## config.mk

```make
export PLATFORM = sky130hd
export DESIGN_NAME = icc_input_capture
export DESIGN_NICKNAME = d
export VERILOG_FILES = /design/src/include/icc_pkg.sv /design/src/hdl/icc_input_capture.sv
export SDC_FILE = /design/constraint.sdc
export NUM_CORES = 1
export LEC_CHECK = 0
export ABC_AREA = 1
export BUFFER_PORTS_ARGS = -buffer_cell sky130_fd_sc_hd__buf_2
export CAP_MARGIN = 20
export CORE_ASPECT_RATIO = 0.8
export CORE_UTILIZATION = 51
export CTS_CLUSTER_SIZE = 12
export DETAILED_ROUTE_END_ITERATION = 10
export GPL_ROUTABILITY_DRIVEN = 0
export MAX_ROUTING_LAYER = met4
export PLACE_DENSITY = 0.77
export RECOVER_POWER = 50
export SLEW_MARGIN = 20
export SYNTH_ARGS = -nofsm -noshare
export SYNTH_HDL_FRONTEND = slang
export SYNTH_SLANG_ARGS = --single-unit
```

## constraint.sdc

```tcl
create_clock -name clock -period 2.3 [get_ports clock]
set_clock_uncertainty 0.15 [all_clocks]
set_input_delay 0.23 -clock clock [delete_from_list [all_inputs] [get_ports clock]]
set_output_delay 0.23 -clock clock [all_outputs]
set_load 0.02 [all_outputs]
```

## src/include/icc_pkg.sv

```systemverilog
// Purpose: Shared constants and types for the input capture control block
// Assumes: Avalon-MM slave with 32-bit data; byte address = 4 * register index
// Notes: Register data sits in bits 7:0, upper bits read zero
package icc_pkg;
    localparam int ICC_CHANNELS = 3;
    localparam int ICC_ADDR_W = 10;
    localparam int ICC_DATA_W = 32;
    // Register indices; the byte address is four times the index
    localparam logic [7:0] ICC_IDX_ENFLAG = 8'h92;
    localparam logic [7:0] ICC_IDX_EDGE = 8'h93;
    localparam logic [7:0] ICC_IDX_FILT = 8'h94;
    localparam logic [7:0] ICC_IDX_IRQ_STAT = 8'hA0;
    localparam logic [7:0] ICC_IDX_IRQ_MASK = 8'hA1;
    // Field positions
    localparam int ICC_EN_LSB = 4;
    localparam int ICC_FLAG_LSB = 0;
    localparam int ICC_FILT_LSB = 4;
    localparam int ICC_KIND_W = 2;
    // Reset values
    localparam logic [2:0] ICC_EN_RST = 3'h0;
    localparam logic [2:0] ICC_FLAG_RST = 3'h0;
    localparam logic [5:0] ICC_EDGE_RST = 6'h00;
    localparam logic [2:0] ICC_FILT_RST = 3'h0;
    localparam logic [2:0] ICC_IRQ_RST = 3'h0;
    // Noise filter: samples a new level must hold before it is accepted
    localparam int ICC_FILT_LEN = 4;
    localparam int ICC_FILT_CNT_W = 3;

    typedef enum logic [1:0] {
        ICC_EDGE_FALL = 2'b00,
        ICC_EDGE_RISE = 2'b01,
        ICC_EDGE_BOTH = 2'b10,
        ICC_EDGE_RSVD = 2'b11
    } icc_edge_type;

    typedef struct packed {
        logic on;
        logic filter_on;
        icc_edge_type kind;
    } icc_chan_cfg_type;
endpackage

```

## src/hdl/icc_input_capture.sv

```systemverilog
// Purpose: Three-channel input capture control, flags and event pulses
// Assumes: cap_in pins are asynchronous; software never programs edge code 11
// Notes: Registers reached over Avalon-MM with waitrequest, one wait cycle
//
// Chosen here: the Avalon-MM slave port.
`timescale 1ns/1ps

// Behaviour
// Three channels, enables at bits 6,5,4; edges ignored while disabled
// Selected edge sets channel flag at bits 2,1,0
// Hardware never clears a flag; software clears by writing zero
// Edge code 00 falling, 01 rising, 10 either edge
// Software must not program reserved edge code 11
// Edge fields at bits 5:4, 3:2, 1:0; upper bits unused
// Filter enables at bits 6,5,4 route input through noise filter
// Filter disabled means edges detected on unfiltered input
// Edge select register resets to all zeros
// Each detected edge issues a one-cycle capture pulse to the timer
module icc_input_capture
    import icc_pkg::*;
#(
    parameter int FILT_LEN = ICC_FILT_LEN
) (
    input wire logic clock,
    input wire logic rst,
    input wire logic [ICC_ADDR_W-1:0] avs_address,
    input wire logic avs_read,
    input wire logic avs_write,
    input wire logic [ICC_DATA_W-1:0] avs_writedata,
    input wire logic [3:0] avs_byteenable,
    output logic [ICC_DATA_W-1:0] avs_readdata,
    output logic avs_waitrequest,
    input wire logic [ICC_CHANNELS-1:0] cap_in,
    output logic [ICC_CHANNELS-1:0] cap_event,
    output logic irq
);

    logic waitreq_q, waitreq_d;
    logic [ICC_DATA_W-1:0] rdata_q, rdata_d;
    logic [2:0] en_q, en_d;
    logic [2:0] flag_q, flag_d;
    logic [5:0] kind_q, kind_d;
    logic [2:0] filt_q, filt_d;
    logic [2:0] ist_q, ist_d;
    logic [2:0] imask_q, imask_d;
    logic [2:0] event_q, event_d;
    logic irq_q, irq_d;
    logic [2:0] edge_hit;
    logic [2:0] lvl;
    logic [2:0] flt;
    logic [2:0] sel_lvl;
    logic [7:0] idx;
    logic aligned;
    logic wr_fire;
    logic rd_take;
    logic lane0;

    assign idx = avs_address[9:2];
    assign aligned = (avs_address[1:0] == 2'b00);
    // Write lands on the same edge at which the master sees waitrequest low
    assign wr_fire = avs_write && !waitreq_q && aligned;
    assign rd_take = avs_read && waitreq_q;
    assign lane0 = avs_byteenable[0];

    // Per-channel synchroniser, noise filter and edge detector
    genvar g;
    generate
        for (g = 0; g < ICC_CHANNELS; g++) begin : g_chan
            logic s1_q, s2_q, s3_q;
            logic lvl_q, lvl_d;
            logic flt_q, flt_d;
            logic prev_q;
            logic [ICC_FILT_CNT_W-1:0] cnt_q, cnt_d;
            logic sel, rise, fall, hit;
            icc_chan_cfg_type cfg;

            always_comb begin
                cfg.on = en_q[g];
                cfg.filter_on = filt_q[g];
                cfg.kind = icc_edge_type'(kind_q[g*ICC_KIND_W +: ICC_KIND_W]);
                // Level accepted only once stages two and three agree
                lvl_d = (s2_q == s3_q) ? s3_q : lvl_q;
                flt_d = flt_q;
                cnt_d = '0;
                if (lvl_q != flt_q) begin
                    if (cnt_q == ICC_FILT_CNT_W'(FILT_LEN - 1)) begin
                        flt_d = lvl_q;
                    end else begin
                        cnt_d = cnt_q + 1'b1;
                    end
                end
                sel = cfg.filter_on ? flt_q : lvl_q; // see R7
                rise = sel && !prev_q;
                fall = !sel && prev_q;
                case (cfg.kind)
                    ICC_EDGE_FALL: hit = fall;
                    ICC_EDGE_RISE: hit = rise;
                    ICC_EDGE_BOTH: hit = rise || fall;
                    default: hit = 1'b0;
                endcase
                hit = hit && cfg.on;
            end

            always_ff @(posedge clock or posedge rst) begin
                if (rst) begin
                    s1_q <= 1'b0;
                    s2_q <= 1'b0;
                    s3_q <= 1'b0;
                    lvl_q <= 1'b0;
                    flt_q <= 1'b0;
                    prev_q <= 1'b0;
                    cnt_q <= '0;
                end else begin
                    s1_q <= cap_in[g];
                    s2_q <= s1_q;
                    s3_q <= s2_q;
                    lvl_q <= lvl_d;
                    flt_q <= flt_d;
                    prev_q <= sel;
                    cnt_q <= cnt_d;
                end
            end

            assign edge_hit[g] = hit;
            assign lvl[g] = lvl_q;
            assign flt[g] = flt_q;
            assign sel_lvl[g] = sel;

            // Pulse and flag must agree on every channel
            a_pulse_sets_flag: assert property (@(posedge clock) disable iff (rst)
                cap_event[g] |-> flag_q[g] && ist_q[g])
                else $error("capture pulse without its flag");

            a_off_no_pulse: assert property (@(posedge clock) disable iff (rst)
                !en_q[g] |=> !cap_event[g])
                else $error("capture pulse while channel disabled");
        end
    endgenerate

    // Register file and bus answer
    always_comb begin
        waitreq_d = 1'b1;
        rdata_d = rdata_q;
        en_d = en_q;
        kind_d = kind_q;
        filt_d = filt_q;
        imask_d = imask_q;
        flag_d = flag_q;
        ist_d = ist_q;
        // One wait cycle per request, then waitrequest low for one cycle
        if ((avs_read || avs_write) && waitreq_q) begin
            waitreq_d = 1'b0;
        end
        // Registered so the data stands through the low wait cycle
        if (rd_take) begin
            rdata_d = '0;
            if (aligned) begin
                case (idx)
                    ICC_IDX_ENFLAG: rdata_d[7:0] = {1'b0, en_q, 1'b0, flag_q};
                    ICC_IDX_EDGE: rdata_d[7:0] = {2'b00, kind_q};
                    ICC_IDX_FILT: rdata_d[7:0] = {1'b0, filt_q, 4'h0};
                    ICC_IDX_IRQ_STAT: rdata_d[7:0] = {5'h00, ist_q};
                    ICC_IDX_IRQ_MASK: rdata_d[7:0] = {5'h00, imask_q};
                    default: rdata_d = '0;
                endcase
            end
        end
        if (wr_fire && lane0) begin
            case (idx)
                ICC_IDX_ENFLAG: begin
                    en_d = avs_writedata[ICC_EN_LSB +: 3];
                    // Writing one leaves a flag alone, zero clears it
                    flag_d = flag_q & avs_writedata[ICC_FLAG_LSB +: 3];
                end
                ICC_IDX_EDGE: kind_d = avs_writedata[5:0]; // see R6
                ICC_IDX_FILT: filt_d = avs_writedata[ICC_FILT_LSB +: 3];
                ICC_IDX_IRQ_STAT: ist_d = ist_q & ~avs_writedata[2:0];
                ICC_IDX_IRQ_MASK: imask_d = avs_writedata[2:0];
                default: ;
            endcase
        end
        // Set beats a clear arriving in the same cycle
        flag_d = flag_d | edge_hit;
        ist_d = ist_d | edge_hit;
        event_d = edge_hit;
        irq_d = |(ist_d & imask_d);
    end

    always_ff @(posedge clock or posedge rst) begin
        if (rst) begin
            waitreq_q <= 1'b1;
            rdata_q <= '0;
            en_q <= ICC_EN_RST;
            flag_q <= ICC_FLAG_RST;
            kind_q <= ICC_EDGE_RST;
            filt_q <= ICC_FILT_RST;
            ist_q <= ICC_IRQ_RST;
            imask_q <= ICC_IRQ_RST;
            event_q <= 3'h0;
            irq_q <= 1'b0;
        end else begin
            waitreq_q <= waitreq_d;
            rdata_q <= rdata_d;
            en_q <= en_d;
            flag_q <= flag_d;
            kind_q <= kind_d;
            filt_q <= filt_d;
            ist_q <= ist_d;
            imask_q <= imask_d;
            event_q <= event_d;
            irq_q <= irq_d;
        end
    end

    assign avs_waitrequest = waitreq_q;
    assign avs_readdata = rdata_q;
    assign cap_event = event_q;
    assign irq = irq_q;

    a_disabled_no_event: assert property (@(posedge clock) disable iff (rst)
        !en_q[1] |=> !event_q[1])
        else $error("event pulse from a disabled channel");

    a_edge_sets_flag: assert property (@(posedge clock) disable iff (rst)
        (edge_hit != 3'h0) |=> ((flag_q & $past(edge_hit)) == $past(edge_hit)))
        else $error("detected edge did not set its flag");

    a_flag_holds_set: assert property (@(posedge clock) disable iff (rst)
        (flag_q != 3'h0) && !(wr_fire && idx == ICC_IDX_ENFLAG)
        |=> ((flag_q & $past(flag_q)) == $past(flag_q)))
        else $error("flag cleared without software write");

    a_rise_detect: assert property (@(posedge clock) disable iff (rst)
        en_q[1] && kind_q[3:2] == ICC_EDGE_RISE && $rose(sel_lvl[1]) |=> event_q[1])
        else $error("rising edge missed in rising mode");

    a_fall_ignores_rise: assert property (@(posedge clock) disable iff (rst)
        kind_q[1:0] == ICC_EDGE_FALL && $rose(sel_lvl[0]) |=> !event_q[0])
        else $error("rising edge reported in falling mode");

    a_edge_readback: assert property (@(posedge clock) disable iff (rst)
        avs_read && !waitreq_q && aligned && idx == ICC_IDX_EDGE
        |-> avs_readdata == {26'h0000000, kind_q})
        else $error("edge select readback wrong");

    a_filter_hold: assert property (@(posedge clock) disable iff (rst)
        filt_q[2] && $stable(filt_q[2]) && $changed(sel_lvl[2])
        |-> $past(lvl[2], 4) == sel_lvl[2] && $past(lvl[2]) == sel_lvl[2])
        else $error("filtered level changed before hold time");

    a_raw_path: assert property (@(posedge clock) disable iff (rst)
        !filt_q[0] && !$past(filt_q[0]) && en_q[0] && kind_q[1:0] == ICC_EDGE_FALL
        && $fell(lvl[0]) |=> event_q[0])
        else $error("unfiltered edge missed");

    a_edge_reset_zero: assert property (@(posedge clock)
        $fell(rst) |-> kind_q == 6'h00)
        else $error("edge select not zero after reset");

    a_event_one_cycle: assert property (@(posedge clock) disable iff (rst)
        event_q[2] |-> ist_q[2] ##1 !event_q[2])
        else $error("capture pulse longer than one cycle");

    a_irq_level: assert property (@(posedge clock) disable iff (rst)
        irq == |(ist_q & imask_q))
        else $error("interrupt level disagrees with status and mask");

    a_both_edges: assert property (@(posedge clock) disable iff (rst)
        en_q[2] && kind_q[5:4] == ICC_EDGE_BOTH && $changed(sel_lvl[2]) |=> event_q[2])
        else $error("edge missed in either-edge mode");

    a_flag_sw_clear: assert property (@(posedge clock) disable iff (rst)
        wr_fire && lane0 && idx == ICC_IDX_ENFLAG && edge_hit == 3'h0
        |=> flag_q == ($past(flag_q) & $past(avs_writedata[2:0])))
        else $error("flag write did not follow write-zero-to-clear");

    a_stat_w1c: assert property (@(posedge clock) disable iff (rst)
        wr_fire && lane0 && idx == ICC_IDX_IRQ_STAT && edge_hit == 3'h0
        |=> ist_q == ($past(ist_q) & ~$past(avs_writedata[2:0])))
        else $error("interrupt status write did not clear by ones");

    a_en_readback: assert property (@(posedge clock) disable iff (rst)
        avs_read && !waitreq_q && aligned && idx == ICC_IDX_ENFLAG
        |-> avs_readdata[6:4] == en_q)
        else $error("enable readback wrong");

    a_filt_readback: assert property (@(posedge clock) disable iff (rst)
        avs_read && !waitreq_q && aligned && idx == ICC_IDX_FILT
        |-> avs_readdata[6:4] == filt_q)
        else $error("filter enable readback wrong");

    a_upper_zero: assert property (@(posedge clock) disable iff (rst)
        avs_readdata[31:8] == 24'h000000)
        else $error("unused read data bits not zero");

    // Bus answers with exactly one wait cycle
    a_wait_drops: assert property (@(posedge clock) disable iff (rst)
        (avs_read || avs_write) && waitreq_q |=> !waitreq_q)
        else $error("waitrequest did not drop after one cycle");

    a_wait_short: assert property (@(posedge clock) disable iff (rst)
        !waitreq_q |=> waitreq_q)
        else $error("waitrequest low for more than one cycle");

endmodule

```

# Word-level counts from Yosys, hierarchy flattened

Index checks and enable logic that the tools add are counted.

Register bits: 85
Word-level logic and storage cells: 117
Output and inout bits: 37

Reduce and logical (&&, ||, !) cells: 36
Multiplexer cells: 21
Eq/ne operators: 20
Bitwise logic cells: 6
Add/subtract/negate cells: 3

Operators with widths:

| operator                                             | count |
|---|---|
| equality test 8 bit (second input constant)          | 5 |
| 2-to-1 mux 3 bit                                     | 12 |
| case mux 7 bit (5 select lines)                      | 1 |
| logical AND 1 bit                                    | 14 |
| AND reduction 2 bit                                  | 6 |
| adder 3 x 1 -> 3 bit (second input constant)         | 3 |
| bitwise AND 3 bit                                    | 3 |
| equality test 3 x 2 -> 1 bit (second input constant) | 3 |
| case mux 1 bit (3 select lines)                      | 3 |
| logical NOT 2 bit                                    | 4 |
| logical NOT 1 bit                                    | 7 |
| 2-to-1 mux 7 bit                                     | 1 |
| equality test 2 x 1 -> 1 bit (second input constant) | 3 |
| equality test 2 bit (second input constant)          | 3 |
| bitwise OR 3 bit                                     | 2 |
| logical OR 1 bit                                     | 4 |
| 2-to-1 mux 1 bit                                     | 4 |
| equality test 1 bit                                  | 3 |
| != test 1 bit                                        | 3 |
| NOT 3 bit                                            | 1 |
| OR reduction 3 bit                                   | 1 |

# Logic depth before layout (Yosys ltp)

Depth in word-level cells: 9
Mapped depth: 12

# Worst setup path after synthesis

Ideal clock, no wire load.

Path kind: reg-to-reg
From: reg g_chan[0].flt_q
To: reg irq_q, in the netlist irq
Data required time: 2082 ps
Cell stages (with the launch flop): 10
Library setup time: 68 ps
Period minus slack after synthesis: 1829 ps
Setup slack: 471 ps
Path buffers: 0
Data arrival time: 1611 ps
Cell sequence: dfrtp_1 or2_2 o21ai_0 inv_1 ha_1 o21a_1 nand3b_1 nand2_1 nand2_1 nand3_1

Word-level cells in the longest chain between the ends: 9
Elaborated cells between the ends (all ways): 10

RTL lines:

| element                             | RTL line                 | RTL |
|---|---|---|
| start, declared                     | icc_input_capture.sv:71  | `logic flt_q, flt_d;` |
| start signal, assigned              | icc_input_capture.sv:118 | `flt_q <= flt_d;` |
| 2-to-1 mux 1 bit (*)                | icc_input_capture.sv:92  | `sel = cfg.filter_on ? flt_q : lvl_q;` |
| named net g_chan[0].sel             | icc_input_capture.sv:74  | `logic sel, rise, fall, hit;` |
| logical NOT 1 bit                   | icc_input_capture.sv:94  | `fall = !sel && prev_q;` |
| logical AND 1 bit                   | icc_input_capture.sv:94  |  |
| logical OR 1 bit                    | icc_input_capture.sv:98  | `ICC_EDGE_BOTH: hit = rise \|\| fall;` |
| case mux 1 bit (3 select lines) (*) | icc_input_capture.sv:95  | `case (cfg.kind)` |
| logical AND 1 bit (*)               | icc_input_capture.sv:101 | `hit = hit && cfg.on;` |
| bitwise OR 3 bit (*)                | icc_input_capture.sv:184 | `ist_d = ist_d \| edge_hit;` |
| named net ist_d[0]                  | icc_input_capture.sv:44  | `logic [2:0] ist_q, ist_d;` |
| bitwise AND 3 bit (*)               | icc_input_capture.sv:186 | `irq_d = \|(ist_d & imask_d);` |
| OR reduction 3 bit (*)              | icc_input_capture.sv:186 |  |
| named net irq_d                     | icc_input_capture.sv:47  | `logic irq_q, irq_d;` |
| end signal, assigned                | icc_input_capture.sv:211 | `irq_q <= irq_d;` |
| end, declared                       | icc_input_capture.sv:47  |  |

The timed path passes the listed nets; every way through them passes the cells marked *.
A chain may end at the register's enable or synchronous reset.

# Final worst setup path

From: reg g_chan[2].flt_q
To: reg irq_q, in the netlist irq

Word-level cells in the longest chain between the ends: 9
Elaborated cells between the ends (all ways): 10

RTL lines:

| element                             | RTL line |
|---|---|
| start, declared                     | icc_input_capture.sv:71 |
| start signal, assigned              | icc_input_capture.sv:118 |
| 2-to-1 mux 1 bit (*)                | icc_input_capture.sv:92 |
| named net g_chan[2].sel             | icc_input_capture.sv:74 |
| logical NOT 1 bit                   | icc_input_capture.sv:94 |
| logical AND 1 bit                   | icc_input_capture.sv:94 |
| logical OR 1 bit                    | icc_input_capture.sv:98 |
| case mux 1 bit (3 select lines) (*) | icc_input_capture.sv:95 |
| logical AND 1 bit (*)               | icc_input_capture.sv:101 |
| bitwise OR 3 bit (*)                | icc_input_capture.sv:184 |
| named net ist_d[2]                  | icc_input_capture.sv:44 |
| bitwise AND 3 bit (*)               | icc_input_capture.sv:186 |
| OR reduction 3 bit (*)              | icc_input_capture.sv:186 |
| named net irq_d                     | icc_input_capture.sv:47 |

Marked as above.

==> reports/summary.md <==
The run finished with clean final reports. The tools report the number of global-route vias before repair as 2,120. The share of async-settable or async-resettable flops after synthesis is 100.0%. The tools report the data arrival at the endpoint of the critical path as 2.23 ns. VDD sags by at most 0.4482 mV. The combinational family with the most area after synthesis is simple AND/OR/NAND/NOR gates. Setup repair after global routing left no endpoint under its margin. The share of cell area taken by muxes after synthesis works out to 1.157%. The worst slew margin relative to its limit was 3.627%. The run gives 0.001770 µW as the static power due to leakage. The number of sinks driven by the clock tree is 60, and the post-synthesis simple-gate area fraction is 23.40%. After technology mapping, the gate count stands at 318. The first detailed-routing pass took 4 iterations. Once the clock tree was built, the resizer swapped 0 gates to a different size. The worst setup path is of the flop to flop kind. For this design, the slowest cell found on the critical path is sky130_fd_sc_hd__dfrtp_1.

The clock network burns 34.6% of the power. The port buffer count came out at 36. The element type at the critical path start is a flop.

Kind of cell with the highest combined delay on the critical path: simple AND/OR/NAND/NOR gates. Maximum number of pins on one net before global-route repair: 61. In this run, the number of DRC markers left after iteration 0 of detailed routing was 144.

Most repeated library cell on the critical path: sky130_fd_sc_hd__nand2_1. Count of synthesis-stage warnings from yosys: 0. The fraction of layout instances using a drive strength above 1 was 20.73%; the number of flip-flops and latches in the synthesized netlist was 60.

The share of total power consumed by net switching was 28.29%. The post-synthesis share of cell area spent on full adders, half adders and majority gates came out at 4.886%. The commonest cells after synthesis are 78 x sky130_fd_sc_hd__nand2_1, 59 x sky130_fd_sc_hd__dfrtp_1, 38 x sky130_fd_sc_hd__inv_1. The run gives 24 as the row count.

The number of max-cap violations is 0, and the number of nets with antenna violations after detailed routing is 0. In this run the worst path has a maximum fanout of 3. The highest clock rate was 474.0 MHz.

The H-tree depth was 3. Clock-pin slew was measured on the worst setup and hold paths at 0.07 ns. The average cell area after synthesis was 9.179 µm².

Wires add up to 5.402 mm. The worst setup path is captured at a flop. The class of the tightest hold or removal check was input pin to flop. The run gives 6032 µm² as the area enclosed by the die boundary. The number of antenna violations at the first check in global routing was 0; the overflow left after global routing was 0.

The post-route DRC violation count came out at 0. The tools report the number of library cell types mapped by synthesis as 31. On the worst path, the slowest cell contributes a delay of 0.40 ns. The most frequently used cell type in the post-synthesis netlist is sky130_fd_sc_hd__nand2_1. The logic gate share of total power came out at 17.7%. For the pin with the worst max-slew slack, the measured transition is 1.446 ns. In the final routed layout, each cell accounts on average for 11.77 µm.

After synthesis, the cell types taking the most area are sky130_fd_sc_hd__dfrtp_1 51%, sky130_fd_sc_hd__nand2_1 10%, sky130_fd_sc_hd__buf_4 6.4%. The synthesized netlist occupies a cell area of 2919 µm². The count of buffering cells on the critical path with inverters included is 1. In this run the biggest area consumer among cell types represents 50.58% of the synthesized area. The run gives 90 as the I/O pin count.

From synthesis to final layout, the design area changed by 16.37%. The global router's overall resource usage is 20.91%, and the final count of negative-setup-slack endpoints is 0. The per-cell via count in the routed design is 4.684, and the internal power summed over all cells is 1859 µW. The net count of the finished layout is 438. Slack of the worst reg-to-reg path: 0.19 ns.

The completed layout was analyzed and its total power is 2592 µW. TritonCTS built the clock tree. The most used flip-flop cell after synthesis is sky130_fd_sc_hd__dfrtp_1.

The antenna cell count is 0. Of the total synthesized cell area, the portion taken by XOR and XNOR cells is 0.9001%. The total setup buffers inserted after CTS was 0.

Summed over all nets, the half-perimeter wirelength after detailed placement is 3.910 mm. The analysis attributes to net switching a power of 733.4 µW. The final critical path takes up 91.72% of the cycle.

In this run, synthesis inferred 0 flip-flops with an integrated enable. The buffer depth of the longest clock path came out at 2. STA puts the critical path data required time at 2.42 ns. The initial utilization of the core area, before any placement, comes to 53.12%. Final hold analysis gives a worst-case slack of 0.02915 ns. From left edge to right edge, the die measures 86.59 µm. Sequential cells account for 47.7% of the total power.

Of all cell types, the one taking the most synthesized area is sky130_fd_sc_hd__dfrtp_1. The total power per unit cell area is 763.2 nW/µm². The minimum clock period works out to 2.110 ns. Compound-cell area share of the yosys netlist: 6.129%. The TritonCTS buffer count is 9, and the vertical extent of the die is 69.67 µm.

The signal on the critical path passes through or2_2, o21ai_0, inv_1, ha_1, a21oi_1, o21ai_0, nand2_1, nand2_1, nand2_1, nand2_1, nand3_1. For the worst-skew pair, the clock arrives at the later sink with an insertion delay of 0.34 ns. The total negative slack was 0 ns; the number of vias after detailed routing was 2,150.

The logs give 51.48% for the sequential cell area fraction in the yosys report and 5495 µm² for the placeable core area. Clock tree synthesis selected as its root buffer the cell sky130_fd_sc_hd__clkbuf_8. The run gives 0 as the number of max-slew violations in the final report.

The first global-routing pass estimated 9.149 mm of wire. The run gives 0 as the number of hold violations in the final report.
## placed cells by master (no fill, tap or decap), types with 3 or more instances in the layout
cell / count
sky130_fd_sc_hd__a21oi_2: 3
sky130_fd_sc_hd__buf_2: 36
sky130_fd_sc_hd__clkbuf_8: 9
sky130_fd_sc_hd__clkinv_2: 3
sky130_fd_sc_hd__conb_1: 25
sky130_fd_sc_hd__dfrtp_1: 59
sky130_fd_sc_hd__dlygate4sd3_1: 12
sky130_fd_sc_hd__ha_1: 9
sky130_fd_sc_hd__inv_1: 38
sky130_fd_sc_hd__maj3_1: 3
sky130_fd_sc_hd__mux2_2: 3
sky130_fd_sc_hd__nand2_1: 78
sky130_fd_sc_hd__nand2_2: 4
sky130_fd_sc_hd__nand3_1: 19
sky130_fd_sc_hd__nand3b_1: 3
sky130_fd_sc_hd__nand4_1: 4
sky130_fd_sc_hd__nor2_1: 19
sky130_fd_sc_hd__nor2_2: 5
sky130_fd_sc_hd__nor3_1: 4
sky130_fd_sc_hd__nor3b_1: 3
sky130_fd_sc_hd__o21a_1: 3
sky130_fd_sc_hd__o21ai_0: 12
sky130_fd_sc_hd__o21ai_1: 3
sky130_fd_sc_hd__o21ai_2: 4
sky130_fd_sc_hd__or2_2: 3
sky130_fd_sc_hd__xnor2_1: 3
## final timing paths
kind,from,cells after the start,end
setup / recovery,g_chan[2].flt_q,11,irq
hold / removal,avs_writedata[2],3,imask_q[2]
setup reg to reg,g_chan[2].flt_q,11,irq
hold reg to reg,g_chan[1].s1_q,0,g_chan[1].s2_q
max in group asynchronous,rst,4,cap_event[0]
min in group asynchronous,rst,4,g_chan[0].s1_q
## per-stage QoR
stage          instance area [µm²]  setup slack, ns  utilization, %  instances
2_1_floorplan                 3009           0.4370               -        342
3_3_place_gp                  3108           0.3032           56.56        431
3_5_place_dp                  3108           0.2224           56.56        431
6_report                      3397           0.1904           61.82        459
4_1_cts                       3412           0.1980           62.09        459
5_1_grt                       3397          0.02649           61.82        459
## area by class of cell
class	count	area, µm²
multi-input combinational	217	1159
clock buffer	11	131.4
inverter	39	148.9
tap	78	97.59
clock inverter	5	52.55
fill	484	2098
timing repair buffer	49	305.3
sequential	60	1503
## worst register-to-register path: cells and delay by family (launching register included)
kind	cells	cell delay, ns
buf+inv	1	0.11
flops	1	0.40
compound gates	3	0.36
simple gates	6	0.76
fa+ha+maj	1	0.28
## state kept, by name (all words and copies together), names as in the netlist
signal and cells:
g_chan.flt_q 3, ist_q 3, avs_waitrequest 1, irq 1
imask_q 3, en_q 3, flag_q 3, g_chan.s3_q 3
g_chan.prev_q 3, g_chan.lvl_q 3, g_chan.s2_q 3, cap_event 3
kind_q 6, g_chan.s1_q 3, filt_q 3, g_chan.cnt_q 9
avs_readdata 7
## repair_timing
| item | in CTS | in global routing |
|---|---|---|
| hold endpoints to repair | 71 | 0 |
| hold buffers | 12 | 0 |
| setup endpoints to repair | 0 | 0 |
## logic make-up after synthesis
group           count (synthesis)
simple gates                  146
buf+inv                        65
flops                          60
compound gates                 28
fa+ha+maj                      12
xor+xnor                        3
mux                             3
other cells                     1
## per-layer routing
metal	global-route usage [%]	up-vias	part of all wire, %
li1	-	1074	-
met1	24.68	995	46
met3	7.381	10	6.4
met2	32.45	71	46
met4	8.889	0	1.7
met5	-	-	0
## power by group through the flow
| stage | clock, µW | combinational, µW | sequential [µW] |
|---|---|---|---|
| after floorplan | 0 | 376 | 1240 |
| after global routing | 973 | 536 | 1250 |
| final | 898 | 458 | 1240 |
| after detailed placement | 0 | 449 | 1260 |
| after global placement | 0 | 426 | 1250 |
| after CTS | 926 | 468 | 1240 |
(Power assumes the default switching activity.)
